File: config.mk
export PLATFORM = sky130hd
export DESIGN_NAME = boot_recovery_watchdog
export DESIGN_NICKNAME = d
export VERILOG_FILES = /design/src/brw_pkg.sv /design/src/brw_tmr_if.sv /design/src/boot_recovery_watchdog.sv /design/src/brw_timer.sv
export VERILOG_INCLUDE_DIRS = /design/src
export SDC_FILE = /design/constraint.sdc
export NUM_CORES = 1
export LEC_CHECK = 0
export ABC_CLOCK_PERIOD_IN_PS = 3930
export BUFFER_PORTS_ARGS = -buffer_cell sky130_fd_sc_hd__buf_2
export CORE_AREA = 2 2 97 99
export DETAILED_ROUTE_END_ITERATION = 10
export DIE_AREA = 0 0 99 101
export PLACE_DENSITY = 0.56
export SLEW_MARGIN = 20
export SYNTH_ARGS = -nofsm -noshare
export SYNTH_HDL_FRONTEND = slang
export SYNTH_SLANG_ARGS = --single-unit
File: constraint.sdc
create_clock -name clk -period 3.93 [get_ports clk]
set_clock_uncertainty 0.1 [all_clocks]
set_input_delay 0.1965 -clock clk [delete_from_list [all_inputs] [get_ports clk]]
set_output_delay 0.1965 -clock clk [all_outputs]
set_load 0.05 [all_outputs]
File: src/brw_params.svh
// constants for the boot recovery watchdog: timing figures and derived cycle counts
`ifndef BRW_PARAMS_SVH
`define BRW_PARAMS_SVH

// ----------------------------------------
// clock
// ----------------------------------------
`define BRW_CLK_HZ 100000000

// ----------------------------------------
// timing figures in their own units
// ----------------------------------------
`define BRW_TIMEOUT_SHORT_S 7
`define BRW_TIMEOUT_LONG_S 20
`define BRW_OFF_SHORT_MS 100
`define BRW_OFF_LONG_MS 250
`define BRW_REL_SHORT_US 500
`define BRW_REL_LONG_US 100000

// ----------------------------------------
// derived cycle counts
// ----------------------------------------
`define BRW_TIMEOUT_SHORT_CYC (`BRW_TIMEOUT_SHORT_S * `BRW_CLK_HZ)
`define BRW_TIMEOUT_LONG_CYC (`BRW_TIMEOUT_LONG_S * `BRW_CLK_HZ)
`define BRW_OFF_SHORT_CYC (`BRW_OFF_SHORT_MS * (`BRW_CLK_HZ / 1000))
`define BRW_OFF_LONG_CYC (`BRW_OFF_LONG_MS * (`BRW_CLK_HZ / 1000))
`define BRW_REL_SHORT_CYC (`BRW_REL_SHORT_US * (`BRW_CLK_HZ / 1000000))
`define BRW_REL_LONG_CYC (`BRW_REL_LONG_US * (`BRW_CLK_HZ / 1000000))

// ----------------------------------------
// widths and reset values
// ----------------------------------------
`define BRW_CNT_W 32
`define BRW_RST_STATE 3'h0

`endif

File: src/brw_pkg.sv
// types for the boot recovery watchdog
`default_nettype none
package brw_pkg;

	// ----------------------------------------
	// supervisor states
	// ----------------------------------------
	typedef enum logic [2:0] {
		BRW_WAIT_SEQ = 3'h0,
		BRW_REL_DLY = 3'h1,
		BRW_WATCH = 3'h2,
		BRW_RUN = 3'h3,
		BRW_OFF = 3'h4
	} brw_state_t;

endpackage : brw_pkg
`default_nettype wire

File: src/brw_tmr_if.sv
// carrier between the supervisor and its interval timer
`timescale 1ns/1ps
`default_nettype none
interface brw_tmr_if #(parameter int W = 32);
	logic start;
	logic stop;
	logic [W-1:0] limit;
	logic expired;
	logic running;

	modport ctrl (output start, output stop, output limit, input expired, input running);
	modport timer (input start, input stop, input limit, output expired, output running);
endinterface : brw_tmr_if
`default_nettype wire

File: src/boot_recovery_watchdog.sv
// boot recovery supervisor: reset release, boot watchdog and recovery power cycle
//
// Behaviour
// RULE1: one pin is the active-high boot-ready input, another the fallback-hold output.
// RULE2: after power-up completes, release system reset, then start the boot watchdog.
// RULE3: no boot-ready before timeout (7 s or 20 s) enters recovery.
// RULE4: recovery switches regulators off, pulls system reset and fallback-hold low.
// RULE5: after an off interval of 100 ms or 250 ms, re-run power-up.
// RULE6: fallback-hold stays low until system reset is next released high.
// RULE7: watchdog armed only after reset release and only while recovery is enabled.
// RULE8: host clears recovery enable before power-save that could outlast the timeout.
// RULE9: pins are inputs or open-drain only, each with selectable polarity; the system reset pin here is fixed active-low with no polarity select.
// RULE10: system reset released after a selectable delay once all rails are valid.
// RULE11: boot-ready is synchronised; first high sample disarms watchdog for the cycle.
`timescale 1ns/1ps
`default_nettype none
`include "brw_params.svh"
module boot_recovery_watchdog
	import brw_pkg::*;
#(
	parameter logic [`BRW_CNT_W-1:0] TIMEOUT_SHORT_CYC = `BRW_CNT_W'(`BRW_TIMEOUT_SHORT_CYC),
	parameter logic [`BRW_CNT_W-1:0] TIMEOUT_LONG_CYC = `BRW_CNT_W'(`BRW_TIMEOUT_LONG_CYC),
	parameter logic [`BRW_CNT_W-1:0] OFF_SHORT_CYC = `BRW_CNT_W'(`BRW_OFF_SHORT_CYC),
	parameter logic [`BRW_CNT_W-1:0] OFF_LONG_CYC = `BRW_CNT_W'(`BRW_OFF_LONG_CYC),
	parameter logic [`BRW_CNT_W-1:0] REL_SHORT_CYC = `BRW_CNT_W'(`BRW_REL_SHORT_CYC),
	parameter logic [`BRW_CNT_W-1:0] REL_LONG_CYC = `BRW_CNT_W'(`BRW_REL_LONG_CYC)
) (
	input wire logic clk,
	input wire logic reset_n,
	input wire logic clk_en,
	input wire logic seq_done,
	input wire logic rails_valid,
	input wire logic recovery_en,
	input wire logic timeout_sel,
	input wire logic off_interval_sel,
	input wire logic reset_release_delay_sel,
	input wire logic boot_ready_inv,
	input wire logic fallback_inv,
	input wire logic boot_ready_in,
	output logic fallback_pin_out,
	output logic fallback_pin_oe,
	output logic system_reset_n_out,
	output logic sys_reset_pin_out,
	output logic sys_reset_pin_oe,
	output logic regs_off,
	output logic seq_restart,
	output logic watchdog_armed
);
	localparam int W = `BRW_CNT_W;

	// ----------------------------------------
	// helpers
	// ----------------------------------------
	// pin level seen from the logical level and its polarity setting
	function automatic logic pin_level(input logic logical, input logic inv);
		pin_level = logical ^ inv;
	endfunction : pin_level

	function automatic logic [W-1:0] pick(input logic sel, input logic [W-1:0] a, input logic [W-1:0] b);
		pick = sel ? b : a;
	endfunction : pick

	// ----------------------------------------
	// boot-ready synchroniser
	// ----------------------------------------
	logic br_meta_r;
	logic br_sync_r;
	logic boot_ready_s;

	always_ff @(posedge clk or negedge reset_n) begin
		if (!reset_n) begin
			br_meta_r <= 1'b0;
			br_sync_r <= 1'b0;
		end else if (clk_en) begin
			br_meta_r <= boot_ready_in; // [RULE11]
			br_sync_r <= br_meta_r;
		end
	end

	// polarity applied after the second stage only
	assign boot_ready_s = pin_level(br_sync_r, boot_ready_inv); // [RULE1] [RULE9]

	// ----------------------------------------
	// interval timer
	// ----------------------------------------
	brw_tmr_if #(.W(W)) tmr ();

	brw_timer #(.W(W)) u_timer (
		.clk(clk),
		.reset_n(reset_n),
		.clk_en(clk_en),
		.t(tmr.timer)
	);

	// ----------------------------------------
	// supervisor state machine
	// ----------------------------------------
	brw_state_t state_r;
	brw_state_t state_nxt;
	logic tmr_start;
	logic tmr_stop;
	logic [W-1:0] tmr_limit;

	assign tmr.start = tmr_start;
	assign tmr.stop = tmr_stop;
	assign tmr.limit = tmr_limit;

	always_comb begin
		state_nxt = state_r;
		tmr_start = 1'b0;
		tmr_stop = 1'b0;
		tmr_limit = pick(reset_release_delay_sel, REL_SHORT_CYC, REL_LONG_CYC);
		unique case (state_r)
			BRW_WAIT_SEQ: begin
				tmr_stop = 1'b1;
				if (seq_done) begin
					state_nxt = BRW_REL_DLY; // [RULE2]
					tmr_start = 1'b1;
				end
			end
			BRW_REL_DLY: begin
				// the delay restarts while any rail is out of regulation
				if (!rails_valid) begin
					tmr_start = 1'b1; // [RULE10]
				end else if (tmr.expired) begin
					state_nxt = BRW_WATCH; // [RULE10] [RULE2]
					tmr_start = 1'b1;
					tmr_limit = pick(timeout_sel, TIMEOUT_SHORT_CYC, TIMEOUT_LONG_CYC); // [RULE3]
				end
			end
			BRW_WATCH: begin
				tmr_limit = pick(timeout_sel, TIMEOUT_SHORT_CYC, TIMEOUT_LONG_CYC);
				if (!rails_valid) begin
					state_nxt = BRW_REL_DLY;
					tmr_start = 1'b1;
					tmr_limit = pick(reset_release_delay_sel, REL_SHORT_CYC, REL_LONG_CYC);
				end else if (boot_ready_s) begin
					state_nxt = BRW_RUN; // [RULE11]
					tmr_stop = 1'b1;
				end else if (!recovery_en) begin
					// held at its full count while disabled, so clearing the bit is always safe
					tmr_start = 1'b1; // [RULE7] [RULE8]
				end else if (tmr.expired) begin
					state_nxt = BRW_OFF; // [RULE3]
					tmr_start = 1'b1;
					tmr_limit = pick(off_interval_sel, OFF_SHORT_CYC, OFF_LONG_CYC); // [RULE5]
				end
			end
			BRW_RUN: begin
				tmr_stop = 1'b1;
				if (!rails_valid) begin
					state_nxt = BRW_REL_DLY;
					tmr_stop = 1'b0;
					tmr_start = 1'b1;
				end
			end
			BRW_OFF: begin
				tmr_limit = pick(off_interval_sel, OFF_SHORT_CYC, OFF_LONG_CYC);
				if (tmr.expired) begin
					state_nxt = BRW_WAIT_SEQ; // [RULE5]
				end
			end
			default: begin
				state_nxt = BRW_WAIT_SEQ;
				tmr_stop = 1'b1;
			end
		endcase
	end

	always_ff @(posedge clk or negedge reset_n) begin
		if (!reset_n) begin
			state_r <= brw_state_t'(`BRW_RST_STATE);
		end else if (clk_en) begin
			state_r <= state_nxt;
		end
	end

	// ----------------------------------------
	// system reset output
	// ----------------------------------------
	logic sys_rst_n_r;

	always_ff @(posedge clk or negedge reset_n) begin
		if (!reset_n) begin
			sys_rst_n_r <= 1'b0;
		end else if (clk_en) begin
			// low in recovery and whenever the watchdog is not yet reached
			sys_rst_n_r <= (state_nxt == BRW_WATCH) || (state_nxt == BRW_RUN); // [RULE2] [RULE4] [RULE10]
		end
	end

	assign system_reset_n_out = sys_rst_n_r;
	assign sys_reset_pin_out = 1'b0; // [RULE9]
	assign sys_reset_pin_oe = ~sys_rst_n_r; // [RULE9]

	// ----------------------------------------
	// fallback-hold output
	// ----------------------------------------
	logic fallback_hold_n_r;

	always_ff @(posedge clk or negedge reset_n) begin
		if (!reset_n) begin
			fallback_hold_n_r <= 1'b1;
		end else if (clk_en) begin
			if (state_r == BRW_WATCH && state_nxt == BRW_OFF) begin
				fallback_hold_n_r <= 1'b0; // [RULE4]
			end else if (state_r == BRW_REL_DLY && state_nxt == BRW_WATCH) begin
				fallback_hold_n_r <= 1'b1; // [RULE6]
			end
		end
	end

	// open drain: the pad is only ever pulled low, a high level comes from the pull-up
	assign fallback_pin_out = 1'b0; // [RULE9]
	assign fallback_pin_oe = ~pin_level(fallback_hold_n_r, fallback_inv); // [RULE1] [RULE9]

	// ----------------------------------------
	// regulator and sequencer controls
	// ----------------------------------------
	logic regs_off_r;
	logic seq_restart_r;

	always_ff @(posedge clk or negedge reset_n) begin
		if (!reset_n) begin
			regs_off_r <= 1'b0;
			seq_restart_r <= 1'b0;
		end else if (clk_en) begin
			regs_off_r <= (state_nxt == BRW_OFF); // [RULE4]
			seq_restart_r <= (state_r == BRW_OFF) && tmr.expired; // [RULE5]
		end
	end

	assign regs_off = regs_off_r;
	assign seq_restart = seq_restart_r;
	assign watchdog_armed = (state_r == BRW_WATCH) && recovery_en && tmr.running; // [RULE7]
endmodule : boot_recovery_watchdog
`default_nettype wire

File: src/brw_timer.sv
// down-counting interval timer with a one-cycle expiry pulse
`timescale 1ns/1ps
`default_nettype none
module brw_timer #(
	parameter int W = 32
) (
	input wire logic clk,
	input wire logic reset_n,
	input wire logic clk_en,
	brw_tmr_if.timer t
);
	logic [W-1:0] cnt_r;
	logic run_r;
	logic expired_r;

	assign t.expired = expired_r;
	assign t.running = run_r;

	// ----------------------------------------
	// counter; start wins over stop
	// ----------------------------------------
	always_ff @(posedge clk or negedge reset_n) begin
		if (!reset_n) begin
			cnt_r <= '0;
			run_r <= 1'b0;
			expired_r <= 1'b0;
		end else if (clk_en) begin
			expired_r <= 1'b0;
			if (t.start) begin
				cnt_r <= t.limit;
				run_r <= 1'b1;
			end else if (t.stop) begin
				run_r <= 1'b0;
			end else if (run_r) begin
				if (cnt_r <= W'(1)) begin
					run_r <= 1'b0;
					expired_r <= 1'b1;
				end else begin
					cnt_r <= cnt_r - W'(1);
				end
			end
		end
	end
endmodule : brw_timer
`default_nettype wire

==> results of run 1 <==
-- cell type report --
| cell class | instances | area, um2 | area share (%) |
|---|---|---|---|
| inverters | 16 | 60.1 | 1.83 |
| clock buffers | 6 | 72.6 | 2.21 |
| multi-input cells | 289 | 1790 | 54.4 |
| flip-flops and latches | 43 | 1080 | 32.7 |
| well taps | 111 | 139 | 4.22 |
| repair buffers | 21 | 120 | 3.65 |
| clock inverters | 1 | 30.0 | 0.913 |
-- per-layer routing --
layer | wire length [um] | part of all wire [%] | GRT usage, %
met5 | 0 | 0 | 0
met1 | 4030 | 47 | 25.1
met3 | 427 | 5.0 | 2.77
met2 | 3920 | 46 | 27.1
met4 | 214 | 2.5 | 7.27
-- layout by cell type, fill, tap and decap left out, types with 3 or more instances in the layout --
master	n
a21oi_1	27
o21ai_0	40
nand2b_1	6
nor4_1	5
nor2b_1	4
nand3b_1	4
o22a_1	6
and3_1	5
nor3_1	17
inv_1	16
nor2_1	36
buf_4	4
nand3_1	6
o21ai_1	4
xnor2_1	5
clkbuf_8	5
or3_1	5
a31oi_1	20
nand2_1	22
buf_2	16
a21oi_2	3
dfrtp_1	42
nand4_1	3
or4_1	5
-- sequential cells by signal, indices dropped and copies added, names as in the netlist --
signal,flops
br_sync_r,1
system_reset_n_out,1
state_r,3
seq_restart,1
regs_off,1
u_timer.t.running,1
fallback_hold_n_r,1
u_timer.cnt_r,32
br_meta_r,1
u_timer.t.expired,1
-- logic make-up (layout without fill, tap and decap cells) --
kind of cell	after synthesis	count (layout)	share of synthesized area (%)
compound gates	142	142	30.8
xor+xnor	6	6	1.72
fa+ha+maj	2	2	0.821
buf+inv	40	44	5.99
flops	43	43	35.3
mux	4	4	1.40
other cells	1	2	0.123
simple gates	133	133	23.8
-- power by group --
part | internal, W | total (W) | switching, W
registers | 0.000572 | 0.000743 | 0.000171
clock network | 0.000187 | 0.000344 | 0.000158
logic | 0.000353 | 0.000925 | 0.000573
-- worst max-delay path, cell delays in order, from the launching register on --
cell      delay, ns
dfrtp_1        0.68
nor3b_2        0.51
o211ai_1       0.26
nand2_1        0.53
buf_4          0.33
nor2_1         0.11
a31o_2         0.25
a21oi_1        0.14
-- worst min path at each step --
stage | from | to
after floorplan | reset_n | br_meta_r$_DFFE_PN0P_
after global placement | reset_n | br_meta_r$_DFFE_PN0P_
after detailed placement | reset_n | br_meta_r$_DFFE_PN0P_
after CTS | reset_n | br_meta_r$_DFFE_PN0P_
after global routing | boot_ready_in | br_meta_r$_DFFE_PN0P_
final | boot_ready_in | br_meta_r$_DFFE_PN0P_
-- through the flow --
stage	hold WS (ns)	total power, W	cells	area [um2]	util, %
3_5_place_dp	0.342	0.00166	479	3180	35.4
5_1_grt	0.0368	0.00218	487	3290	36.7
4_1_cts	0.0132	0.00201	486	3280	36.5
6_report	0.0299	0.00201	487	3290	36.7
3_3_place_gp	0.335	0.00165	479	3180	35.4
2_1_floorplan	-0.199	0.00145	372	3050	-
==> metrics.md, run 1 <==
| Metric | Value |
|---|---|
| Outcome | completed |
| Start of the worst register-to-register path | state_r[1]$_DFFE_PN0P_ |
| Row cnt | 35 |
| Antenna cell count | 0 |
| Setup violators final | 0 |
| Post-CTS Setup Inserts | 0 |
| FF-to-FF End | u_timer.cnt_r[29]$_DFFE_PN0P_ |
| WL final | 8.59 mm |
| Cell accounting for the most synthesized area | dfrtp_1 |
| Fmax | between 300 and 400 MHz |
| Leak Pwr | around 1.3 nW |
| CP Max Fanout | 19 |
| Port bufs | 17 |
| Setup TNS | 0 ns |
| Die Y | 101 um |
| Total CTS buffers | 5 |
| Synth top cells by count | dfrtp_1, o21ai_0, nor2_1, a21oi_1, nand2_1 |
| Die Wd | around 99 um |
| Gp weighted congestion | 0.903 |
| Main synth FF type | dfrtp_1 |
| Die area | 10000 um2 |
| Clock sink count | 43 |
| Power Density | 612 nW/um2 |
| Starting Density | 34.0% |
| Worst EP required | between 4 and 5 ns |
| Tot GR Track Use | 17.8% |
| Seq/Total Area, Yosys | 35.3% |
| Ys Warns | 0 |
| Startpoint types | flip-flop |
| Pins Over Slew Limit | 0 |
| Async SR Flop Fraction | 100% |
| Synth Instances | 371 |
| Avg WL per Cell | 17.6 um |
| Critical path class | flip-flop to flip-flop |
| Residual DRC | 0 |
| Post-CTS Hold Buffers | 0 |
| Yosys cell types | 75 |
| DR vias | 2,944 |
| Clk buf depth | 2 |
| HPWL after DPL | approximately 6.0 mm |
| Ports | 20 |
| #FFs+latches synth | 43 |
| Unrepaired setup endpoints after global routing | false |
| Gr ovfl total | 0 |
| Hold Vio Cnt, Final | 0 |
| CTS root buffer | clkbuf_8 |
| CTS tree | yes |
| Vias in the first global route | 2,821 |
| Worst r2r path cells | 7 |
| Synth Area per Inst | 8.22 um2 |
| Resized Gates After CTS | 0 |
| EDFF count, synth | 0 |
| H-tree levels | 2 |
| Worst min path class | input port to flip-flop |
| Fin crit share | 76.0% |
| Cell area after synthesis | around 3000 um2 |
| Nature of the critical path endpoint | flip-flop |
| Area contributors post-synth | dfrtp_1, o21ai_0, a21oi_1 |
| Most frequent cell after synthesis | dfrtp_1 |
| Antenna violations before repair | 0 |
| Arrival @ worst endpoint | 3.12 ns |
| Largest net degree at the start of global routing | 44 |
| DR pass1 iterations | 4 |
| Final min period | ~3.0 ns |
| Peak supply drop | approximately 230 uV |
| Final ANT Viol Nets | 0 |
| Vias per cell | 6.05 |
| DRT iter0 DRCs | between 200 and 300 |
| CORE AREA | approximately 9000 um2 |
| Slew at the pin with the worst max-slew slack | 0.949 ns |
| Clock-pin slew on the worst setup and hold paths | 0.08 ns |
| Layout cells sized above 1 | 13.8% |
| Place WS | 1.02 ns |
| Area Growth Syn to Fin | 7.96% |
| Clock latency on the worst-skew pair | 0.30 ns |
| Layout Nets | 390 |
| Worst Slack Setup Final | roughly 0.94 ns |
| Share of the synthesized area in the top cell type | 34.5% |
| Worst Setup SP | state_r[1]$_DFFE_PN0P_ |
| FILL cells | 922 |
| First-pass GRT wire length | about 14 mm |
| R2R setup slack | ~0.94 ns |
| Max-cap violations | 0 |
| Hold-critical path depth | 2 |
| Headroom to the max-slew limit | 36.7% |
| CP endpoint | u_timer.cnt_r[29]$_DFFE_PN0P_ |
No activity file was read; power rests on OpenSTA's default activity.
==> run 2: changes to the inputs <==
--- a/config.mk
+++ b/config.mk
@@ -6,12 +6,13 @@
 export SDC_FILE = /design/constraint.sdc
 export NUM_CORES = 1
 export LEC_CHECK = 0
-export ABC_CLOCK_PERIOD_IN_PS = 3930
+export ABC_AREA = 1
+export ABC_CLOCK_PERIOD_IN_PS = 2650
 export BUFFER_PORTS_ARGS = -buffer_cell sky130_fd_sc_hd__buf_2
-export CORE_AREA = 2 2 97 99
+export CORE_AREA = 2 2 102 104
 export DETAILED_ROUTE_END_ITERATION = 10
-export DIE_AREA = 0 0 99 101
-export PLACE_DENSITY = 0.56
+export DIE_AREA = 0 0 104 106
+export PLACE_DENSITY = 0.57
 export SLEW_MARGIN = 20
 export SYNTH_ARGS = -nofsm -noshare
 export SYNTH_HDL_FRONTEND = slang
==> constraint.sdc (replaced) <==
create_clock -name clk -period 2.65 [get_ports clk]
set_clock_uncertainty 0.1 [all_clocks]
set_input_delay 0.1325 -clock clk [delete_from_list [all_inputs] [get_ports clk]]
set_output_delay 0.1325 -clock clk [all_outputs]
set_load 0.05 [all_outputs]
==> metrics.md, run 2 <==
| Metric | Value |
|---|---|
| Fin Hold WS | around 0.081 ns |
| Hold Vio Cnt, Final | 0 |
| Antenna violations before repair | 0 |
| Vias in the first global route | 3,492 |
| Share of the synthesized area in the top cell type | 31.2% |
| CTS root buffer | clkbuf_8 |
| Clk buf depth | 2 |
| Gp weighted congestion | 1.01 |
| Clock latency on the worst-skew pair | approximately 0.30 ns |
| Residual DRC | 0 |
| Headroom to the max-slew limit | 61.9% |
| R2R setup slack | 0.40 ns |
| Worst min path class | input port to flip-flop |
| Die Wd | 104 um |
| Cell area after synthesis | about 3400 um2 |
| Pins Over Slew Limit | 0 |
| Vias per cell | 4.89 |
| Synth top cells by count | nand2_1, nor2_1, nand3_1, dfrtp_1, inv_1 |
| Clock-pin slew on the worst setup and hold paths | 0.09 ns |
| M1 WL | 4.48 mm |
| Layout cells sized above 1 | around 8.4% |
| Switching pwr | 0.00196 W |
| Largest regs | u_timer.cnt_r x32, state_r x3 |
| Start of the worst register-to-register path | u_timer.cnt_r[0]$_DFFE_PN0P_ |
| Combinational power share | 57.9% |
| CP delay by family, top | simple AND/OR/NAND/NOR gates |
| EDFF count, synth | 0 |
| Setup TNS | 0 ns |
| Hold Path End | br_meta_r$_DFFE_PN0P_ |
| Layout Nets | 593 |
| Seq/Total Area, Yosys | 32.0% |
| Largest net degree at the start of global routing | between 40 and 50 |
| Ports | 20 |
| #FFs+latches synth | 43 |
| Area contributors post-synth | dfrtp_1, nand2_1, nor2_1 |
| Commonest non-fill, non-tap cell in the layout | nand2_1 |
| Power Density | 1020 nW/um2 |
| Hold path startpoint | clk_en |
| Synth Area per Inst | ~6.0 um2 |
| Yosys cell types | 36 |
| Clock sink count | 43 |
| Internal | approximately 0.0018 W |
| Met3 wire len | between 300 and 400 um |
| DR pass1 iterations | 5 |
| Starting Density | 33.7% |
| Hold-critical path depth | 3 |
| Port bufs | 17 |
| Leak Pwr | 2.01 nW |
| Async SR Flop Fraction | 100% |
| Ys Warns | 0 |
| WL final | 9.51 mm |
| Startpoint types | flip-flop |
| Arrival @ worst endpoint | 2.39 ns |
| Nature of the critical path endpoint | flip-flop |
| Synth Instances | 561 |
| Most frequent cell after synthesis | nand2_1 |
| Fin crit share | 85.0% |
| Slew at the pin with the worst max-slew slack | 0.571 ns |
| DR vias | 3,501 |
| CP Max Fanout | 30 |
| First-pass GRT wire length | about 17 mm |
| Total CTS buffers | 5 |
| Slowest stage delay, CP | 0.41 ns |
| DR WL met2 | between 4 and 5 mm |
| Max Used Layer | met4 |
| Gr ovfl total | 0 |
| Worst path bufs/invs | 2 |
| Antenna cell count | 0 |
| Area Growth Syn to Fin | 9.25% |
| Fmax | about 440 MHz |
| Max-cap violations | 0 |
| Unrepaired setup endpoints after global routing | false |
| Most used cell, CP | nand2_1 |
| Avg WL per Cell | between 10 and 15 um |
| H-tree levels | 2 |
| Die Y | 106 um |
| Main synth FF type | dfrtp_1 |
| Max reg flops | 32 |
| CORE AREA | 10000 um2 |
| Final ANT Viol Nets | 0 |
| Sw Share | 52.0% |
| Critical path class | flip-flop to flip-flop |
| Setup violators final | 0 |
| Outcome | completed |
| FF-to-FF End | u_timer.cnt_r[21]$_DFFE_PN0P_ |
| Clk pwr share | roughly an eighth |
| HPWL after DPL | 7.25 mm |
| Critical path's slowest cell | dfrtp_1 |
| Final min period | 2.25 ns |
| Row cnt | 37 |
| Biggest register | u_timer.cnt_r |
| Die area | 11,000 um2 |
| Cell accounting for the most synthesized area | dfrtp_1 |
| FILL cells | around 1,100 |
| Worst r2r path cells | 13 |
| DRT iter0 DRCs | 250 |
| Peak supply drop | 302 uV |
| Most frequent cells in the layout | nand2_1, nor2_1, nand3_1 |
| CTS tree | yes |
| Tot GR Track Use | 18.7% |
| Sequential share of power | roughly 30% |
| Worst EP required | 2.78 ns |
| Crit-path cells | inv_1, ha_1, nor2_1, nor2_1, nand2_1, nor2_1, nand2_1, nand2_1, nand2_2, nand2_4, buf_4, nand2_1, nand2_1 |
## run 2: cell count changes in the layout (fill, tap and decap cells not counted), sizes merged, moves of 7 or more
cell,before,now
nand2,22,247
nor2,38,87
nand3,6,52
inv,16,46
a21oi,30,5
a31oi,20,0
nor3,20,1
o21ai,45,26
or3,7,0
## run 2: power groups by stage
stage	logic (W)	registers (W)	clock network, W
CTS	0.00218	0.00114	0.000467
detailed placement	0.00217	0.00115	0
finish	0.00218	0.00114	0.000446
floorplan	0.00172	0.00107	0
global route	0.00255	0.00118	0.000495
global placement	0.00216	0.00115	0
## run 2: kinds of logic after synthesis
group	Yosys count	share of synthesized area, %
xor gates and xnor gates	9	2.34
other	1	0.111
AOI/OAI and AO/OA	41	6.94
buffers and inverters	60	8.13
DFF	43	32.0
and+or+nand+nor	405	49.8
adders and majority gates	2	0.743
## run 2: worst max-delay path by stage
stage,slack (ns),cells after the start,from,end
finish,0.40,13,u_timer.cnt_r[0]$_DFFE_PN0P_,u_timer.cnt_r[21]$_DFFE_PN0P_
global route,0.15,13,u_timer.cnt_r[0]$_DFFE_PN0P_,u_timer.cnt_r[15]$_DFFE_PN0P_
CTS,0.37,13,u_timer.cnt_r[0]$_DFFE_PN0P_,u_timer.cnt_r[21]$_DFFE_PN0P_
detailed placement,0.38,13,u_timer.cnt_r[0]$_DFFE_PN0P_,u_timer.cnt_r[31]$_DFFE_PN0P_
global placement,0.42,13,u_timer.cnt_r[0]$_DFFE_PN0P_,u_timer.cnt_r[27]$_DFFE_PN0P_
floorplan,0.87,11,u_timer.cnt_r[0]$_DFFE_PN0P_,u_timer.cnt_r[20]$_DFFE_PN0P_
## run 2: metal layers
metal	track usage, %	up-vias
li1	-	1791
met1	24.5	1617
met2	32.4	76
met3	2.08	17
met4	5.60	0
met5	0	-
## run 2: area by class of cell
| type | count | area (um2) | share of cell area [%] |
|---|---|---|---|
| Multi-Input combinational cell | 459 | 2020 | 54.9 |
| Sequential cell | 43 | 1080 | 29.3 |
| Tap cell | 136 | 170 | 4.62 |
| Clock inverter | 1 | 5.00 | 0.136 |
| Inverter | 46 | 175 | 4.76 |
| Timing Repair Buffer | 24 | 145 | 3.94 |
| Clock buffer | 7 | 86.3 | 2.35 |
## run 2: repair_timing
| action | in CTS | in global routing |
|---|---|---|
| hold endpoints to repair | 43 | 0 |
| buffers inserted | 0 | 0 |
| hold buffers | 2 | 0 |
| gates resized for setup | 0 | 0 |
| setup endpoints to repair | 0 | 0 |
## run 2: tightest hold or removal path, delay by kind of cell
kind                   cells  cell delay (ns)
buffers and inverters      1             0.18
and+or+nand+nor            2             0.13
## run 2: stage by stage
step | total power, W | setup slack (ns) | instances | instance area, um2 | util (%)
3_3_place_gp | 0.00331 | 0.425 | 706 | 3570 | 35.7
5_1_grt | 0.00422 | 0.146 | 716 | 3680 | 36.8
3_5_place_dp | 0.00332 | 0.379 | 706 | 3570 | 35.7
6_report | 0.00377 | 0.397 | 716 | 3680 | 36.8
4_1_cts | 0.00379 | 0.365 | 716 | 3680 | 36.8
2_1_floorplan | 0.00279 | 0.875 | 562 | 3370 | -
==> run 3: changes to the inputs <==
--- a/config.mk
+++ b/config.mk
@@ -8,11 +8,12 @@
 export LEC_CHECK = 0
 export ABC_AREA = 1
 export ABC_CLOCK_PERIOD_IN_PS = 2650
-export BUFFER_PORTS_ARGS = -buffer_cell sky130_fd_sc_hd__buf_2
 export CORE_AREA = 2 2 102 104
+export CTS_BUF_LIST = sky130_fd_sc_hd__clkbuf_2
 export DETAILED_ROUTE_END_ITERATION = 10
 export DIE_AREA = 0 0 104 106
-export PLACE_DENSITY = 0.57
+export DONT_BUFFER_PORTS = 1
+export PLACE_DENSITY = 0.56
 export SLEW_MARGIN = 20
 export SYNTH_ARGS = -nofsm -noshare
 export SYNTH_HDL_FRONTEND = slang
==> constraint.sdc (replaced) <==
create_clock -name clk -period 2.65 [get_ports clk]
set_clock_uncertainty 0.1 [all_clocks]
set_input_delay 0.1325 -clock clk [delete_from_list [all_inputs] [get_ports clk]]
set_output_delay 0.1325 -clock clk [all_outputs]
set_load 0.02 [all_outputs]
==> metrics.md, run 3 (synthesized netlist as in run 2, its figures left out) <==
| Metric | Value |
|---|---|
| DRT iter0 DRCs | roughly 230 |
| Largest net degree at the start of global routing | 44 |
| Peak supply drop | 269 uV |
| R2R setup slack | 0.22 ns |
| CP delay by family, top | buffers and inverters |
| CP Max Fanout | 15 |
| FILL cells | 1,145 |
| CTS root buffer | clkbuf_2 |
| CORE AREA | 10000 um2 |
| Area Growth Syn to Fin | 10.4% |
| HPWL after DPL | 7.21 mm |
| WL final | 9.61 mm |
| Max-cap violations | 0 |
| Hold Path End | u_timer.cnt_r[23]$_DFFE_PN0P_ |
| DP Cell Count | 688 |
| Power Density | 1040 nW/um2 |
| Commonest non-fill, non-tap cell in the layout | nand2_1 |
| Critical path class | flip-flop to flip-flop |
| Row cnt | 37 |
| Leak Pwr | 1.99 nW |
| Startpoint types | flip-flop |
| FF-to-FF End | u_timer.cnt_r[7]$_DFFE_PN0P_ |
| Outcome | completed |
| Pins Over Slew Limit | 0 |
| Hold path startpoint | reset_release_delay_sel |
| Tot GR Track Use | 18.5% |
| Fmax | around 400 MHz |
| Clock sink count | 43 |
| Total CTS buffers | 5 |
| DR vias | 3,471 |
| Slowest stage delay, CP | 0.56 ns |
| Non-filler cells, final | 709 |
| First-pass GRT wire length | 16.5 mm |
| Hold-critical path depth | 8 |
| Hold Vio Cnt, Final | 0 |
| Max reg flops | 32 |
| Clk buf depth | 2 |
| Worst Slack Setup Final | 0.224 ns |
| Layout cells sized above 1 | 6.28% |
| Worst EP required | 2.93 ns |
| Worst min path class | input port to flip-flop |
| Starting Density | about 34% |
| CTS tree | yes |
| Worst r2r path cells | 12 |
| Setup violators final | 0 |
| Crit-path cells | inv_2, nand3_4, inv_2, nand3_2, nand2_1, nand2_2, buf_4, nand2_1, nand3_1, dlygate4sd3_1, nand2_1, nand2_1 |
| Unrepaired setup endpoints after global routing | false |
| Setup TNS | 0 ns |
| Gr ovfl total | 0 |
| Dpl cell area | 3470 um2 |
| Worst path bufs/invs | 4 |
| Most used cell, CP | nand2_1 |
| Headroom to the max-slew limit | 66.0% |
| Die area | 11,000 um2 |
| Vias in the first global route | 3,424 |
| Critical path's slowest cell | dlygate4sd3_1 |
| Die Wd | 104 um |
| Antenna cell count | 0 |
| Slew at the pin with the worst max-slew slack | between 0.5 and 0.6 ns |
| Vias per cell | slightly below 5 |
| Nature of the critical path endpoint | flip-flop |
| Largest regs | u_timer.cnt_r x32, state_r x3 |
| Start of the worst register-to-register path | state_r[2]$_DFFE_PN0P_ |
| Gp weighted congestion | 0.905 |
| Layout Nets | around 590 |
| Arrival @ worst endpoint | 2.71 ns |
| Avg WL per Cell | 13.5 um |
| Die Y | 106 um |
| Clock-pin slew on the worst setup and hold paths | 0.26 ns |
| Most frequent cells in the layout | nand2_1, nor2_1, nand3_1 |
| Antenna violations before repair | 0 |
| Final min period | 2.43 ns |
| Place WS | about 0.44 ns |
| Residual DRC | 0 |
| DR pass1 iterations | 5 |
| Clock latency on the worst-skew pair | between 0.4 and 0.5 ns |
| Port bufs | 0 |
| Ports | 20 |
| Biggest register | u_timer.cnt_r |
| Final ANT Viol Nets | 0 |
| Fin crit share | about nine tenths |
| H-tree levels | 2 |
| Design Area, Final | between 3000 and 4000 um2 |
==> run 3: final cells by class <==
cell class,count,area [um2],area share [%]
multi-input combinational,459,2030,54.6
sequential,43,1080,29.0
inverter,46,175,4.71
timing repair buffer,17,173,4.64
tap,136,170,4.58
clock inverter,3,67.6,1.82
clock buffer,5,25.0,0.673
==> run 3: repair_timing <==
| action | in CTS | in global routing |
|---|---|---|
| endpoints found under the setup margin | 0 | 1 |
| setup buffers | 0 | 2 |
| endpoints found under the hold margin | 77 | 0 |
| gates resized for setup | 0 | 2 |
| hold buffers | 11 | 0 |
==> run 3: worst register-to-register path, cell delays in order (launching register included) <==
cell	delay (ns)
dfrtp_2	0.50
inv_2	0.14
nand3_4	0.14
inv_2	0.16
nand3_2	0.13
nand2_1	0.10
nand2_2	0.07
buf_4	0.20
nand2_1	0.07
nand3_1	0.06
dlygate4sd3_1	0.56
nand2_1	0.08
nand2_1	0.05
==> run 3: report_power, final <==
part	internal, W	switching, W
combinational	0.000756	0.00145
sequential	0.000866	0.000275
clock	0.000253	0.000253
==> run 3: metal layers <==
| layer | vias to the layer above | GRT usage, % | routed length (um) |
|---|---|---|---|
| met4 | 0 | 5.41 | 126 |
| met3 | 10 | 2.51 | 490 |
| li1 | 1778 | - | - |
| met2 | 87 | 31.5 | 4450 |
| met1 | 1596 | 24.6 | 4540 |
| met5 | - | 0 | 0 |
==> run 3: worst max path at each step <==
stage	start	to	slack [ns]	depth (start not counted)
after floorplan	u_timer.cnt_r[0]$_DFFE_PN0P_	u_timer.cnt_r[20]$_DFFE_PN0P_	0.87	11
after global placement	u_timer.cnt_r[0]$_DFFE_PN0P_	u_timer.cnt_r[31]$_DFFE_PN0P_	0.46	12
after detailed placement	u_timer.cnt_r[0]$_DFFE_PN0P_	u_timer.cnt_r[2]$_DFFE_PN0P_	0.44	13
after CTS	state_r[2]$_DFFE_PN0P_	u_timer.cnt_r[7]$_DFFE_PN0P_	0.12	11
after global routing	state_r[2]$_DFFE_PN0P_	u_timer.cnt_r[7]$_DFFE_PN0P_	0.06	11
final	state_r[2]$_DFFE_PN0P_	u_timer.cnt_r[7]$_DFFE_PN0P_	0.22	12
==> run 3: stage by stage <==
| step | hold WS, ns | util (%) | total power [W] |
|---|---|---|---|
| CTS | 0.0156 | 36.9 | 0.00384 |
| finish | 0.0417 | 37.2 | 0.00385 |
| detailed placement | -0.261 | 34.7 | 0.00326 |
| floorplan | -0.263 | - | 0.00277 |
| global placement | -0.261 | 34.7 | 0.00325 |
| global route | 0.0542 | 37.2 | 0.00427 |
